File: src/rtl/fsl_pkg.sv
// Shared constants for the fan speed mode logic
package fsl_pkg;
    // Clock and timing
    localparam int          CLK_HZ         = 100_000_000;
    localparam int          PULSE_MIN_MS   = 30;
    localparam int          PULSE_MIN_CYC  = (CLK_HZ / 1000) * PULSE_MIN_MS;
    localparam int          BLINK_HALF_MS  = 250;
    localparam int          BLINK_HALF_CYC = (CLK_HZ / 1000) * BLINK_HALF_MS;
    localparam int          KICK_MS        = 1000;
    localparam int          KICK_CYC       = (CLK_HZ / 1000) * KICK_MS;
    localparam int          SOFT_STEP_MS   = 20;
    localparam int          SOFT_STEP_CYC  = (CLK_HZ / 1000) * SOFT_STEP_MS;
    localparam int          NET_BLINKS     = 8;
    // Level codes, percent of supply or of full-scale input
    localparam logic [7:0]  FULL_SCALE     = 8'h64;
    localparam logic [7:0]  LOWER_MIN      = 8'h1e;
    localparam logic [7:0]  LOWER_MAX      = 8'h46;
    localparam logic [7:0]  UPPER_MIN      = 8'h4b;
    localparam logic [7:0]  UPPER_MAX      = 8'h64;
    localparam logic [7:0]  LOGIC_THRESH   = 8'h19;
    // Register offsets
    localparam logic [3:0]  REG_CTRL       = 4'h0;
    localparam logic [3:0]  REG_UPPER      = 4'h1;
    localparam logic [3:0]  REG_LOWER      = 4'h2;
    localparam logic [3:0]  REG_OFF_VALUE  = 4'h3;
    localparam logic [3:0]  REG_STATE      = 4'h4;
    localparam logic [3:0]  REG_LEVEL      = 4'h5;
    localparam logic [3:0]  REG_IRQ_STAT   = 4'h6;
    localparam logic [3:0]  REG_IRQ_MASK   = 4'h7;
    // Control register fields
    localparam int          CTRL_KICK      = 0;
    localparam int          CTRL_OFF_EN    = 1;
    // Interrupt bits
    localparam int          IRQ_CMD        = 0;
    localparam int          IRQ_START_DONE = 1;
    localparam int          IRQ_OFF_ENTER  = 2;
    // Reset values
    localparam logic [7:0]  RST_UPPER      = 8'h64;
    localparam logic [7:0]  RST_LOWER      = 8'h1e;
    localparam logic [7:0]  RST_OFF_VALUE  = 8'h00;
    localparam logic [1:0]  RST_CTRL       = 2'h0;
    // Start sequencer states, Gray along idle-kick-soft-run
    typedef enum logic [1:0] {
        FSL_IDLE = 2'b00,
        FSL_KICK = 2'b01,
        FSL_SOFT = 2'b11,
        FSL_RUN  = 2'b10
    } fsl_start_e;
endpackage

File: src/rtl/fsl_fan_logic.sv
// Fan speed mode logic: settings, level mapping, start, commands, LEDs
`timescale 1ns/1ns
`default_nettype none
module fsl_fan_logic
    import fsl_pkg::*;
#(
    parameter int PULSE_CYC = fsl_pkg::PULSE_MIN_CYC,
    parameter int BLINK_CYC = fsl_pkg::BLINK_HALF_CYC,
    parameter int KICK_LEN  = fsl_pkg::KICK_CYC,
    parameter int STEP_CYC  = fsl_pkg::SOFT_STEP_CYC
) (
    input  wire logic       core_clk,
    input  wire logic       reset_n,
    input  wire logic       clk_en,
    // Register port
    input  wire logic [3:0] reg_addr,
    input  wire logic [7:0] reg_wdata,
    input  wire logic       reg_wr,
    input  wire logic       reg_rd,
    output logic      [7:0] reg_rdata,
    // Mode selection
    input  wire logic       modbus_mode,
    input  wire logic       descending_mode,
    input  wire logic       timer_mode,
    input  wire logic       logic_mode,
    input  wire logic       modbus_frame_seen,
    // Local settings
    input  wire logic [7:0] local_upper,
    input  wire logic [7:0] local_lower,
    input  wire logic [7:0] local_off_value,
    input  wire logic       local_kick,
    input  wire logic       local_off_en,
    // Field inputs
    input  wire logic [7:0] analogue_input_terminal,
    input  wire logic       remote_switch_input,
    // Outputs
    output logic      [7:0] motor_level,
    output logic            motor_on,
    output logic            green_led,
    output logic            red_led,
    output logic            irq
);
    import fsl_pkg::*;

    if (PULSE_CYC < 1 || BLINK_CYC < 2 || KICK_LEN < 1 || STEP_CYC < 1) begin : g_bad
        $error("fsl_fan_logic: timing parameters out of range");
    end

    // Software visible state
    logic [1:0] ctrl;
    logic [7:0] reg_upper;
    logic [7:0] reg_lower;
    logic [7:0] reg_off_value;
    logic [2:0] irq_stat;
    logic [2:0] irq_mask;

    // Operating state
    fsl_start_e        st;
    fsl_start_e        next_st;
    logic [7:0]        level;
    logic              cmd_on;
    logic              started_once;
    logic              active_q;
    logic              in_off_q;
    logic              net_seen;
    logic [4:0]        net_toggles;
    logic              blink;
    logic [$clog2(KICK_LEN+1)-1:0] kick_cnt;

    // Register decode
    wire wr_ctrl  = reg_wr && (reg_addr == REG_CTRL);
    wire wr_upper = reg_wr && (reg_addr == REG_UPPER);
    wire wr_lower = reg_wr && (reg_addr == REG_LOWER);
    wire wr_off   = reg_wr && (reg_addr == REG_OFF_VALUE);
    wire wr_stat  = reg_wr && (reg_addr == REG_IRQ_STAT);
    wire wr_mask  = reg_wr && (reg_addr == REG_IRQ_MASK);

    // Source select between registers and local controls
    wire [7:0] sel_upper = modbus_mode ? reg_upper : local_upper;
    wire [7:0] sel_lower = modbus_mode ? reg_lower : local_lower;
    wire [7:0] sel_off_v = modbus_mode ? reg_off_value : local_off_value;
    wire       sel_kick  = modbus_mode ? ctrl[CTRL_KICK] : local_kick;
    wire       sel_off   = modbus_mode ? ctrl[CTRL_OFF_EN] : local_off_en;

    // Limits held inside their legal windows, whatever the source says
    wire [7:0] lim_lo = (sel_lower < LOWER_MIN) ? LOWER_MIN :
                        (sel_lower > LOWER_MAX) ? LOWER_MAX : sel_lower;
    wire [7:0] lim_hi = (sel_upper < UPPER_MIN) ? UPPER_MIN :
                        (sel_upper > UPPER_MAX) ? UPPER_MAX : sel_upper;

    // Input clipped at full scale so the mapping never overshoots
    wire [7:0]  ain    = (analogue_input_terminal > FULL_SCALE) ?
                         FULL_SCALE : analogue_input_terminal;
    wire [7:0]  span   = lim_hi - lim_lo;
    wire [15:0] prod   = span * ain;
    wire [7:0]  delta  = 8'(prod / 16'(FULL_SCALE));
    wire [7:0]  mapped = descending_mode ? lim_hi - delta
                                         : lim_lo + delta;

    // Off zone: below the off value in signal sense, and the end points
    wire off_asc  = (ain < sel_off_v) || (ain == 8'h00);
    wire off_desc = (ain > sel_off_v) || (ain == FULL_SCALE);
    wire in_off   = sel_off && (descending_mode ? off_desc : off_asc);
    wire at_off_v = sel_off && (ain == sel_off_v) && !in_off;
    wire [7:0] target = at_off_v ? (descending_mode ? lim_hi : lim_lo)
                                 : mapped;

    // Command source and remote control mode
    wire remote_mode = timer_mode || logic_mode;
    wire ai_logic    = (analogue_input_terminal >= LOGIC_THRESH);
    wire cmd_level   = logic_mode ? ai_logic
                                  : remote_switch_input;
    wire cmd_pulse;

    // One filter serves both sources; only one is selected at a time
    fsl_pulse_filter #(
        .MIN_CYC (PULSE_CYC)
    ) u_filter (
        .core_clk (core_clk),
        .reset_n  (reset_n),
        .clk_en   (clk_en),
        .level_in (cmd_level && remote_mode),
        .accepted (cmd_pulse)
    );

    wire blink_tick;
    wire step_tick;

    // Blink half period from the system clock
    fsl_tick #(
        .PERIOD (BLINK_CYC)
    ) u_blink (
        .core_clk (core_clk),
        .reset_n  (reset_n),
        .clk_en   (clk_en),
        .restart  (1'b0),
        .tick     (blink_tick)
    );

    // Soft start step pacing, realigned at each start
    fsl_tick #(
        .PERIOD (STEP_CYC)
    ) u_step (
        .core_clk (core_clk),
        .reset_n  (reset_n),
        .clk_en   (clk_en),
        .restart  (st == FSL_IDLE),
        .tick     (step_tick)
    );

    // Output demand and start decision
    wire want_run   = (remote_mode ? cmd_on : 1'b1) && !in_off;
    wire switch_on  = want_run && !active_q;
    wire need_start = sel_off || !started_once;
    wire kick_done  = (kick_cnt == '0);
    wire soft_done  = (level >= target);

    // Start sequencer transitions
    always_comb begin
        next_st = st;
        unique case (st)
            FSL_IDLE: begin
                if (want_run) begin
                    if (!need_start) begin
                        next_st = FSL_RUN;
                    end else if (sel_kick) begin
                        next_st = FSL_KICK;
                    end else begin
                        next_st = FSL_SOFT;
                    end
                end
            end
            FSL_KICK: begin
                if (!want_run) begin
                    next_st = FSL_IDLE;
                end else if (kick_done) begin
                    next_st = FSL_RUN;
                end
            end
            FSL_SOFT: begin
                if (!want_run) begin
                    next_st = FSL_IDLE;
                end else if (soft_done) begin
                    next_st = FSL_RUN;
                end
            end
            FSL_RUN: begin
                if (!want_run) begin
                    next_st = FSL_IDLE;
                end
            end
        endcase
    end

    wire start_done = ((st == FSL_KICK) || (st == FSL_SOFT)) && (next_st == FSL_RUN);

    // Level the motor sees in each state; kick runs at the upper limit
    wire [7:0] next_level =
        (next_st == FSL_IDLE) ? 8'h00 :
        (next_st == FSL_KICK) ? lim_hi :
        (next_st == FSL_RUN)  ? target :
        (st != FSL_SOFT)      ? lim_lo :
        (step_tick && level < target) ? level + 8'h01 : level;

    // Sequencer, level and start history
    always_ff @(posedge core_clk) begin
        if (!reset_n) begin
            st           <= FSL_IDLE;
            level        <= 8'h00;
            started_once <= 1'b0;
            active_q     <= 1'b0;
            kick_cnt     <= '0;
        end else if (clk_en) begin
            st       <= next_st;
            level    <= next_level;
            active_q <= want_run;
            if (start_done || (st == FSL_IDLE && next_st == FSL_RUN)) begin
                started_once <= 1'b1;
            end
            if (switch_on) begin
                kick_cnt <= ($clog2(KICK_LEN + 1))'(KICK_LEN - 1);
            end else if (!kick_done) begin
                kick_cnt <= kick_cnt - 1'b1;
            end
        end
    end

    // Remote on/off: each accepted pulse toggles the demand
    always_ff @(posedge core_clk) begin
        if (!reset_n) begin
            cmd_on <= 1'b0;
        end else if (clk_en) begin
            if (!remote_mode) begin
                cmd_on <= 1'b0;
            end else if (cmd_pulse) begin
                cmd_on <= !cmd_on;
            end
        end
    end

    // Network detection starts a fixed burst of blinks on both LEDs
    always_ff @(posedge core_clk) begin
        if (!reset_n) begin
            net_seen    <= 1'b0;
            net_toggles <= 5'h00;
        end else if (clk_en) begin
            if (modbus_frame_seen && !net_seen) begin
                net_seen    <= 1'b1;
                net_toggles <= 5'(2 * NET_BLINKS);
            end else if (blink_tick && net_toggles != 5'h00) begin
                net_toggles <= net_toggles - 5'h01;
            end
        end
    end

    wire net_ident = (net_toggles != 5'h00);

    // LED drive; network burst overrides the status pattern
    wire next_green = net_ident              ? blink :
                      remote_mode            ? blink :
                      in_off                 ? blink :
                                               1'b1;
    wire next_red   = net_ident && blink;

    // Registered outputs
    always_ff @(posedge core_clk) begin
        if (!reset_n) begin
            blink       <= 1'b0;
            green_led   <= 1'b0;
            red_led     <= 1'b0;
            motor_level <= 8'h00;
            motor_on    <= 1'b0;
            in_off_q    <= 1'b0;
        end else if (clk_en) begin
            if (blink_tick) begin
                blink <= !blink;
            end
            green_led   <= next_green;
            red_led     <= next_red;
            motor_level <= next_level;
            motor_on    <= (next_st != FSL_IDLE);
            in_off_q    <= in_off;
        end
    end

    // Events; a new event wins over a clear in the same cycle
    wire [2:0] events;
    assign events[IRQ_CMD]        = cmd_pulse;
    assign events[IRQ_START_DONE] = start_done;
    assign events[IRQ_OFF_ENTER]  = in_off && !in_off_q;

    // Setting and interrupt registers
    always_ff @(posedge core_clk) begin
        if (!reset_n) begin
            ctrl          <= RST_CTRL;
            reg_upper     <= RST_UPPER;
            reg_lower     <= RST_LOWER;
            reg_off_value <= RST_OFF_VALUE;
            irq_stat      <= 3'h0;
            irq_mask      <= 3'h0;
            irq           <= 1'b0;
        end else if (clk_en) begin
            if (wr_ctrl) begin
                ctrl <= reg_wdata[1:0];
            end
            if (wr_upper) begin
                reg_upper <= reg_wdata;
            end
            if (wr_lower) begin
                reg_lower <= reg_wdata;
            end
            if (wr_off) begin
                reg_off_value <= reg_wdata;
            end
            if (wr_mask) begin
                irq_mask <= reg_wdata[2:0];
            end
            irq_stat <= (irq_stat & ~(wr_stat ? reg_wdata[2:0] : 3'h0)) | events;
            irq      <= |(((irq_stat & ~(wr_stat ? reg_wdata[2:0] : 3'h0)) | events)
                          & (wr_mask ? reg_wdata[2:0] : irq_mask));
        end
    end

    // Read mux; unmapped offsets read zero
    wire [7:0] state_word = {2'b00, net_seen, started_once, in_off,
                             cmd_on, st};
    wire [7:0] rd_mux =
        (reg_addr == REG_CTRL)      ? {6'h00, ctrl} :
        (reg_addr == REG_UPPER)     ? reg_upper :
        (reg_addr == REG_LOWER)     ? reg_lower :
        (reg_addr == REG_OFF_VALUE) ? reg_off_value :
        (reg_addr == REG_STATE)     ? state_word :
        (reg_addr == REG_LEVEL)     ? level :
        (reg_addr == REG_IRQ_STAT)  ? {5'h00, irq_stat} :
        (reg_addr == REG_IRQ_MASK)  ? {5'h00, irq_mask} : 8'h00;

    // Read data stands the cycle after the strobe only
    always_ff @(posedge core_clk) begin
        if (!reset_n) begin
            reg_rdata <= 8'h00;
        end else if (clk_en) begin
            reg_rdata <= reg_rd ? rd_mux : 8'h00;
        end
    end
endmodule // fsl_fan_logic
`default_nettype wire

File: src/rtl/fsl_pulse_filter.sv
// Command pulse filter: passes only pulses longer than a minimum width
`timescale 1ns/1ns
`default_nettype none
module fsl_pulse_filter #(
    parameter int MIN_CYC = 3_000_000
) (
    input  wire logic core_clk,
    input  wire logic reset_n,
    input  wire logic clk_en,
    input  wire logic level_in,
    output logic      accepted
);
    localparam int CW = $clog2(MIN_CYC + 2);

    logic [CW-1:0] run_cnt;
    logic          fired;
    wire           long_enough = (run_cnt == CW'(MIN_CYC));

    // Counts the high time; one pulse once the width exceeds the minimum
    always_ff @(posedge core_clk) begin
        if (!reset_n) begin
            run_cnt  <= '0;
            fired    <= 1'b0;
            accepted <= 1'b0;
        end else if (clk_en) begin
            accepted <= level_in && long_enough && !fired;
            if (!level_in) begin
                run_cnt <= '0;
                fired   <= 1'b0;
            end else if (!long_enough) begin
                run_cnt <= run_cnt + CW'(1);
            end else begin
                fired <= 1'b1;
            end
        end
    end
endmodule // fsl_pulse_filter
`default_nettype wire

File: src/rtl/fsl_tick.sv
// Periodic tick generator for blink and ramp timing
`timescale 1ns/1ns
`default_nettype none
module fsl_tick #(
    parameter int PERIOD = 25_000_000
) (
    input  wire logic core_clk,
    input  wire logic reset_n,
    input  wire logic clk_en,
    input  wire logic restart,
    output logic      tick
);
    localparam int CW = $clog2(PERIOD + 1);

    logic [CW-1:0] cnt;
    wire           at_end = (cnt == CW'(PERIOD - 1));

    // Free running divider; restart realigns it to a fresh period
    always_ff @(posedge core_clk) begin
        if (!reset_n) begin
            cnt  <= '0;
            tick <= 1'b0;
        end else if (clk_en) begin
            tick <= at_end && !restart;
            cnt  <= (at_end || restart) ? '0 : cnt + CW'(1);
        end
    end
endmodule // fsl_tick
`default_nettype wire

File: config.mk
export PLATFORM = sky130hd
export DESIGN_NAME = fsl_fan_logic
export DESIGN_NICKNAME = d
export VERILOG_FILES = /design/src/rtl/fsl_pkg.sv /design/src/rtl/fsl_fan_logic.sv /design/src/rtl/fsl_pulse_filter.sv /design/src/rtl/fsl_tick.sv
export SDC_FILE = /design/constraint.sdc
export NUM_CORES = 1
export LEC_CHECK = 0
export BUFFER_PORTS_ARGS = -buffer_cell sky130_fd_sc_hd__buf_2
export CORE_MARGIN = 2
export CORE_UTILIZATION = 62
export CTS_CLUSTER_DIAMETER = 80
export DETAILED_ROUTE_END_ITERATION = 10
export GPL_ROUTABILITY_DRIVEN = 0
export PLACE_DENSITY = 0.84
export SLEW_MARGIN = 20
export SYNTH_ARGS = -nofsm -noshare
export SYNTH_HDL_FRONTEND = slang
export SYNTH_HIERARCHICAL = 1
export SYNTH_SLANG_ARGS = --single-unit
File: constraint.sdc
create_clock -name core_clk -period 19.4 [get_ports core_clk]
set_clock_uncertainty 0.05 [all_clocks]
set_input_delay 0.97 -clock core_clk [delete_from_list [all_inputs] [get_ports core_clk]]
set_output_delay 0.97 -clock core_clk [all_outputs]
set_load 0.005 [all_outputs]
Word level (Yosys, flattened, before mapping)
Index checks and enable logic that the tools add are counted.
{"block": "totals", "ff_bits": 164, "ram_bits": 0, "latchBits": 0, "output_inout_bits": 20, "rom_bits": 0, "memories": 0, "input_bits": 57}
{"block": "classes", "div_mod_pow": 1, "shifts": 0, "n_reduce_logical": 61, "mux": 56, "n_mul": 1, "order_cmp": 10, "add_sub_neg": 9, "eq_ne": 22, "bitwise_logic": 4}
{"op": "$mux 8", "n": 23}
{"op": "$mux 27", "n": 2}
{"op": "$mux 22", "n": 2}
{"op": "$logic_not 27->1", "n": 1}
{"op": "$sub 27x1->27 const B", "n": 1}
{"op": "$reduce_and 2->1", "n": 13}
{"op": "$add 25x1->25 const B", "n": 1}
{"op": "$eq 25x25->1 const B", "n": 1}
{"op": "$mux 25", "n": 1}
{"op": "$gt 8x7->1 const B", "n": 3}
{"op": "$add 22x1->22 const B", "n": 1}
{"op": "$eq 22x22->1 const B", "n": 1}
{"op": "$logic_and 1x1->1", "n": 22}
{"op": "$add 21x1->21 const B", "n": 1}
{"op": "$eq 21x21->1 const B", "n": 1}
{"op": "$mux 21", "n": 1}
{"op": "$div 16x7->16 const B", "n": 1}
{"op": "$eq 4x3->1 const B", "n": 4}
{"op": "$lt 8x8->1", "n": 2}
{"op": "$mul 8x8->16", "n": 1}
{"op": "$mux 2", "n": 8}
{"op": "$sub 8x8->8", "n": 2}
{"op": "$mux 1", "n": 12}
{"op": "$mux 3", "n": 4}
{"op": "other kinds (29)", "n": 55}

Depth between registers and ports, before layout
{"block": "logic_depth", "ltp_word": 19, "depth_mapped": 77, "mapped_depth_nobuf": 71}

Hierarchy
Netlist, hierarchy kept.
{"module": "fsl_fan_logic", "cells_each": 1370, "n_inst": 1, "area_per_inst_um2": 10939.2, "seq_area_each_um2": 1841.8}
{"module": "fsl_tick at u_blink", "cells_each": 162, "n_inst": 1, "area_per_inst_um2": 1486.4, "seq_area_each_um2": 520.5}
{"module": "fsl_pulse_filter", "cells_each": 165, "n_inst": 1, "area_per_inst_um2": 1336.3, "seq_area_each_um2": 480.5}
{"module": "fsl_tick at u_step", "cells_each": 131, "n_inst": 1, "area_per_inst_um2": 1146.1, "seq_area_each_um2": 440.4}

Worst setup path after synthesis
Ideal clock, no wire load.
{"block": "synth_path", "path_type": "input to register", "from": "input modbus_mode", "to": "register motor_level[6]", "slack_ns": 3.185, "t_arrival_ns": 16.094, "cell_stages": 68, "required_time_ns": 19.280, "path_buffers": 6, "cell_sequence": "clkbuf_1 buf_1 a211oi_1 a21oi_1 o21ai_0 a21oi_1 inv_1 ha_1 nor2b_1 o21ai_0 nand2b_1 a21o_1 a21o_1 xnor2_1 nor2_1 fa_1 fa_1 fa_1 [32 not listed] a21o_1 a21oi_1 o21bai_1 a21oi_1 xnor2_1 o21ai_0 mux2_2 ha_1 a21o_1 a21o_1 a21oi_1 o21ai_0 o311ai_1 inv_1 a211o_1 o211a_1 or3_1 a21oi_1"}
{"block": "synth_between", "elab_chain_len": 18}
{"item": "start, declared", "line": "fsl_fan_logic.sv:22", "rtl": "input wire logic modbus_mode,"}
{"item": "$mux 8 (on tied branches)", "line": "fsl_fan_logic.sv:79, fsl_fan_logic.sv:80"}
{"item": "$gt 8x7->1 (on tied branches)", "line": "fsl_fan_logic.sv:89, fsl_fan_logic.sv:87"}
{"item": "$mux 8 (on tied branches)", "line": "fsl_fan_logic.sv:89, fsl_fan_logic.sv:87"}
{"item": "$mux 8 (on tied branches)", "line": "fsl_fan_logic.sv:88, fsl_fan_logic.sv:86"}
{"item": "$sub 8x8->8", "line": "fsl_fan_logic.sv:94", "rtl": "wire [7:0] span = lim_hi - lim_lo;"}
{"item": "$mul 8x8->16", "line": "fsl_fan_logic.sv:95", "rtl": "wire [15:0] prod = span * ain;"}
{"item": "$div 16x7->16", "line": "fsl_fan_logic.sv:96", "rtl": "wire [7:0] delta = 8'(prod / 16'(FULL_SCALE));"}
{"item": "$add 8x8->8 or $sub 8x8->8 (tied branches)", "line": "fsl_fan_logic.sv:98, fsl_fan_logic.sv:97"}
{"item": "[2 not listed]"}
{"item": "$ge 8x8->1", "line": "fsl_fan_logic.sv:156", "rtl": "wire soft_done = (level >= target);"}
{"item": "$mux 2", "line": "fsl_fan_logic.sv:183", "rtl": "end else if (soft_done) begin"}
{"item": "$mux 2", "line": "fsl_fan_logic.sv:181", "rtl": "if (!want_run) begin"}
{"item": "$pmux 2 s4", "line": "fsl_fan_logic.sv:161", "rtl": "unique case (st)"}
{"item": "$eq 2x2->1", "line": "fsl_fan_logic.sv:201", "rtl": "(next_st == FSL_RUN) ? target :"}
{"item": "$mux 8", "line": "fsl_fan_logic.sv:201"}
{"item": "$mux 8", "line": "fsl_fan_logic.sv:200", "rtl": "(next_st == FSL_KICK) ? lim_hi :"}
{"item": "$mux 8", "line": "fsl_fan_logic.sv:199", "rtl": "(next_st == FSL_IDLE) ? 8'h00 :"}
{"item": "end signal, assigned", "line": "fsl_fan_logic.sv:280", "rtl": "motor_level <= next_level;"}
{"item": "end, declared", "line": "fsl_fan_logic.sv:37", "rtl": "output logic [7:0] motor_level,"}
Parallel ways exist; a longest one is shown, timed or not.
A chain may end at the register's enable or synchronous reset.

Worst setup path after layout
{"block": "layout_path", "from": "input modbus_mode", "to": "register motor_level[3]"}
The elaborated chain is that of the path after synthesis.

==> flow_metrics.env <==
export IMPL_post_route_period_util=0.934
export IMPL_ioPinCount=77
export IMPL_max_cap_violations=0
export IMPL_finalWirelength_um=38700
export IMPL_initial_core_util=0.633
export IMPL_ant_nets=0
export IMPL_synthToLayoutAreaGrowth_pct=7.59
export IMPL_ys_top_cells_by_area="dfxtp_1, ha_1, fa_1"
export IMPL_worstPathMaxFanout=46
export IMPL_worstPathArrival_ns=18.43
export IMPL_cts_tree="built"
export IMPL_yosys_warnings=6
export IMPL_syn_avg_cell_area_um2=8.16
export IMPL_antenna_found_initial=0
export IMPL_setup_viol=0
export IMPL_cts_root_buffer="clkbuf_16"
export IMPL_crit_required_ns=19.71
export IMPL_num_antenna_cells=0
export IMPL_outcome="finished clean"
export IMPL_start_kind="input port"
export IMPL_drive_above_1_share=0.124
export IMPL_cts_sinks=164
export IMPL_busiest_layer="met2"
export IMPL_dp_hpwl_um=28200
export IMPL_synthArstFlopShare=0
export IMPL_core_mm2=0.0235
export IMPL_cts_buffers_inserted=17
export IMPL_rows=56
export IMPL_grt_overflow_total=0
export IMPL_path_class="in2reg"
export IMPL_clock_fmax_mhz=55.2
export IMPL_die_w_um=159
export IMPL_viasPerCell=6.59
export IMPL_hold_slack_ns=0.412
export IMPL_drc=0
export IMPL_cpPeakStageDelay_ns=0.57
export IMPL_cts_htree_levels=4
export IMPL_min_from="red_led"
export IMPL_die_area_mm2=0.0253
export IMPL_cp_end_kind="flop"
export IMPL_synth_edf_count=0
export IMPL_final_setup_tns_ns=0
export IMPL_yosysTopAreaCell="dfxtp_1"
export IMPL_synth_area_mm2=0.0149
export IMPL_worst_pin_slew_ns=0.981
export IMPL_finalCriticalPeriod_ns=18.12
export IMPL_worstReg2RegStart="reg_lower[2]"
export IMPL_clk_latency_ns=0.43
export IMPL_ys_seq_elements=164
export IMPL_final_cell_mix="nor2_1, dfxtp_1, nand2_1"
export IMPL_syn_inst=1828
export IMPL_cp_slowest_cell="fa_1"
export IMPL_ys_types=128
export IMPL_ys_seq_area_frac=0.220
export IMPL_vias=14500
export IMPL_slew_headroom=0.341
export IMPL_grt_pass1_vias=13600
export IMPL_grtUsageTotal=0.296
export IMPL_grt_pass1_wl_um=64400
export IMPL_slew_viol_final=0
export IMPL_wl_per_cell_um=17.6
export IMPL_io_buffers=76
export IMPL_min_path_type="reg2reg"
export IMPL_cp_top_family="compound AO/OA/AOI/OAI gates"
export IMPL_grt_max_degree=80
export IMPL_cts_path_max_buffers=2
export IMPL_ys_flop_type="dfxtp_1"
export IMPL_initialDrtViolationCount=1687
export IMPL_die_h_um=159
export IMPL_use_met1=0.385
export IMPL_grt_use_met3=0.0391
export IMPL_crit_start="modbus_mode"
export IMPL_path_clk_slew_ns=0.07
export IMPL_cp_common_cell="a21oi_1"
export IMPL_synth_top_area_share=0.220
export IMPL_rsz0062_at_grt="no"
export IMPL_final_common_cell="nor2_1"
export IMPL_finalHoldViolations=0
export IMPL_nets=2047
export IMPL_path_buf_inv=4
export IMPL_dr_pass1_iters=6
export IMPL_use_met2=0.498
[cell type report]
class | count | area (um^2)
clock buffer | 17 | 425
clock inverter | 15 | 160
fill | 1878 | 7500
inverter | 116 | 435
multi-input combinational | 1487 | 10900
sequential | 164 | 3280
tap | 319 | 399
timing repair buffer | 82 | 430
[registers in the layout, summed over array words and instances, names as in the netlist, 5 cells and up]
| signal | count |
|---|---|
| kick_cnt | 27 |
| u_blink/cnt | 25 |
| u_filter/run_cnt | 22 |
| u_step/cnt | 21 |
| motor_level | 8 |
| reg_lower | 8 |
| reg_off_value | 8 |
| reg_rdata | 8 |
| reg_upper | 8 |
| net_toggles | 5 |
[worst paths after layout]
path                         end  slack (ns)  cells past startpoint
setup / recovery  motor_level[3]        1.28                     66
hold / removal           red_led        0.41                      2
setup reg to reg  motor_level[3]        2.07                     64
hold reg to reg          red_led        0.41                      2
[synth_stat cells (all sizes together) (17+ instances only)]
cell type / n
nor2: 183
dfxtp: 164
nand2: 134
a21oi: 129
inv: 115
o21ai: 93
ha: 83
xnor2: 66
mux2i: 65
nand3: 61
clkbuf: 48
nor3: 46
a211oi: 43
fa: 39
nand4: 36
nand2b: 31
or3: 31
nor2b: 27
xor2: 27
a221oi: 26
nor4: 26
a21o: 23
or4: 22
buf: 21
a31oi: 17
o31ai: 17
[tightest hold or removal path, stage by stage (launching register included)]
cell	delay (ns)
dfxtp_1	0.31
nand2_1	0.06
a21oi_1	0.05
[metrics by stage]
| step | cell area, um^2 | instances | util | setup slack (ns) |
|---|---|---|---|---|
| after detailed placement | 15400 | 2168 | 0.655 | 0.932 |
| final | 16000 | 2200 | 0.681 | 1.28 |
| after global routing | 16000 | 2200 | 0.681 | 0.0531 |
| after CTS | 16000 | 2200 | 0.680 | 1.28 |
| after global placement | 15400 | 2168 | 0.655 | 1.02 |
| after floorplan | 14900 | 1838 | - | 3.19 |
[layer usage]
metal	vias to the layer above	part of all wire
li1	6824	-
met4	0	0.038
met3	139	0.068
met5	-	0
met2	672	0.47
met1	6866	0.43
[cells by family after synthesis]
group,count (synthesis),synth area share
AO/OA/AOI/OAI,493,0.240
XOR/XNOR,93,0.0579
adder cells (fa/ha/maj),122,0.122
buffers and inverters,187,0.0542
flip-flops,164,0.220
multiplexers,82,0.0618
other,2,0.000504
AND/OR/NAND/NOR,685,0.244
[repair_timing]
action	in CTS	in global routing
hold buffers	0	0
setup buffers	0	0
endpoints found under the setup margin	0	9
gates resized for setup	0	5
Power is left out: the tool's default activity adds up to more than one toggle a clock period on the data nets, which glitch-free logic cannot reach.
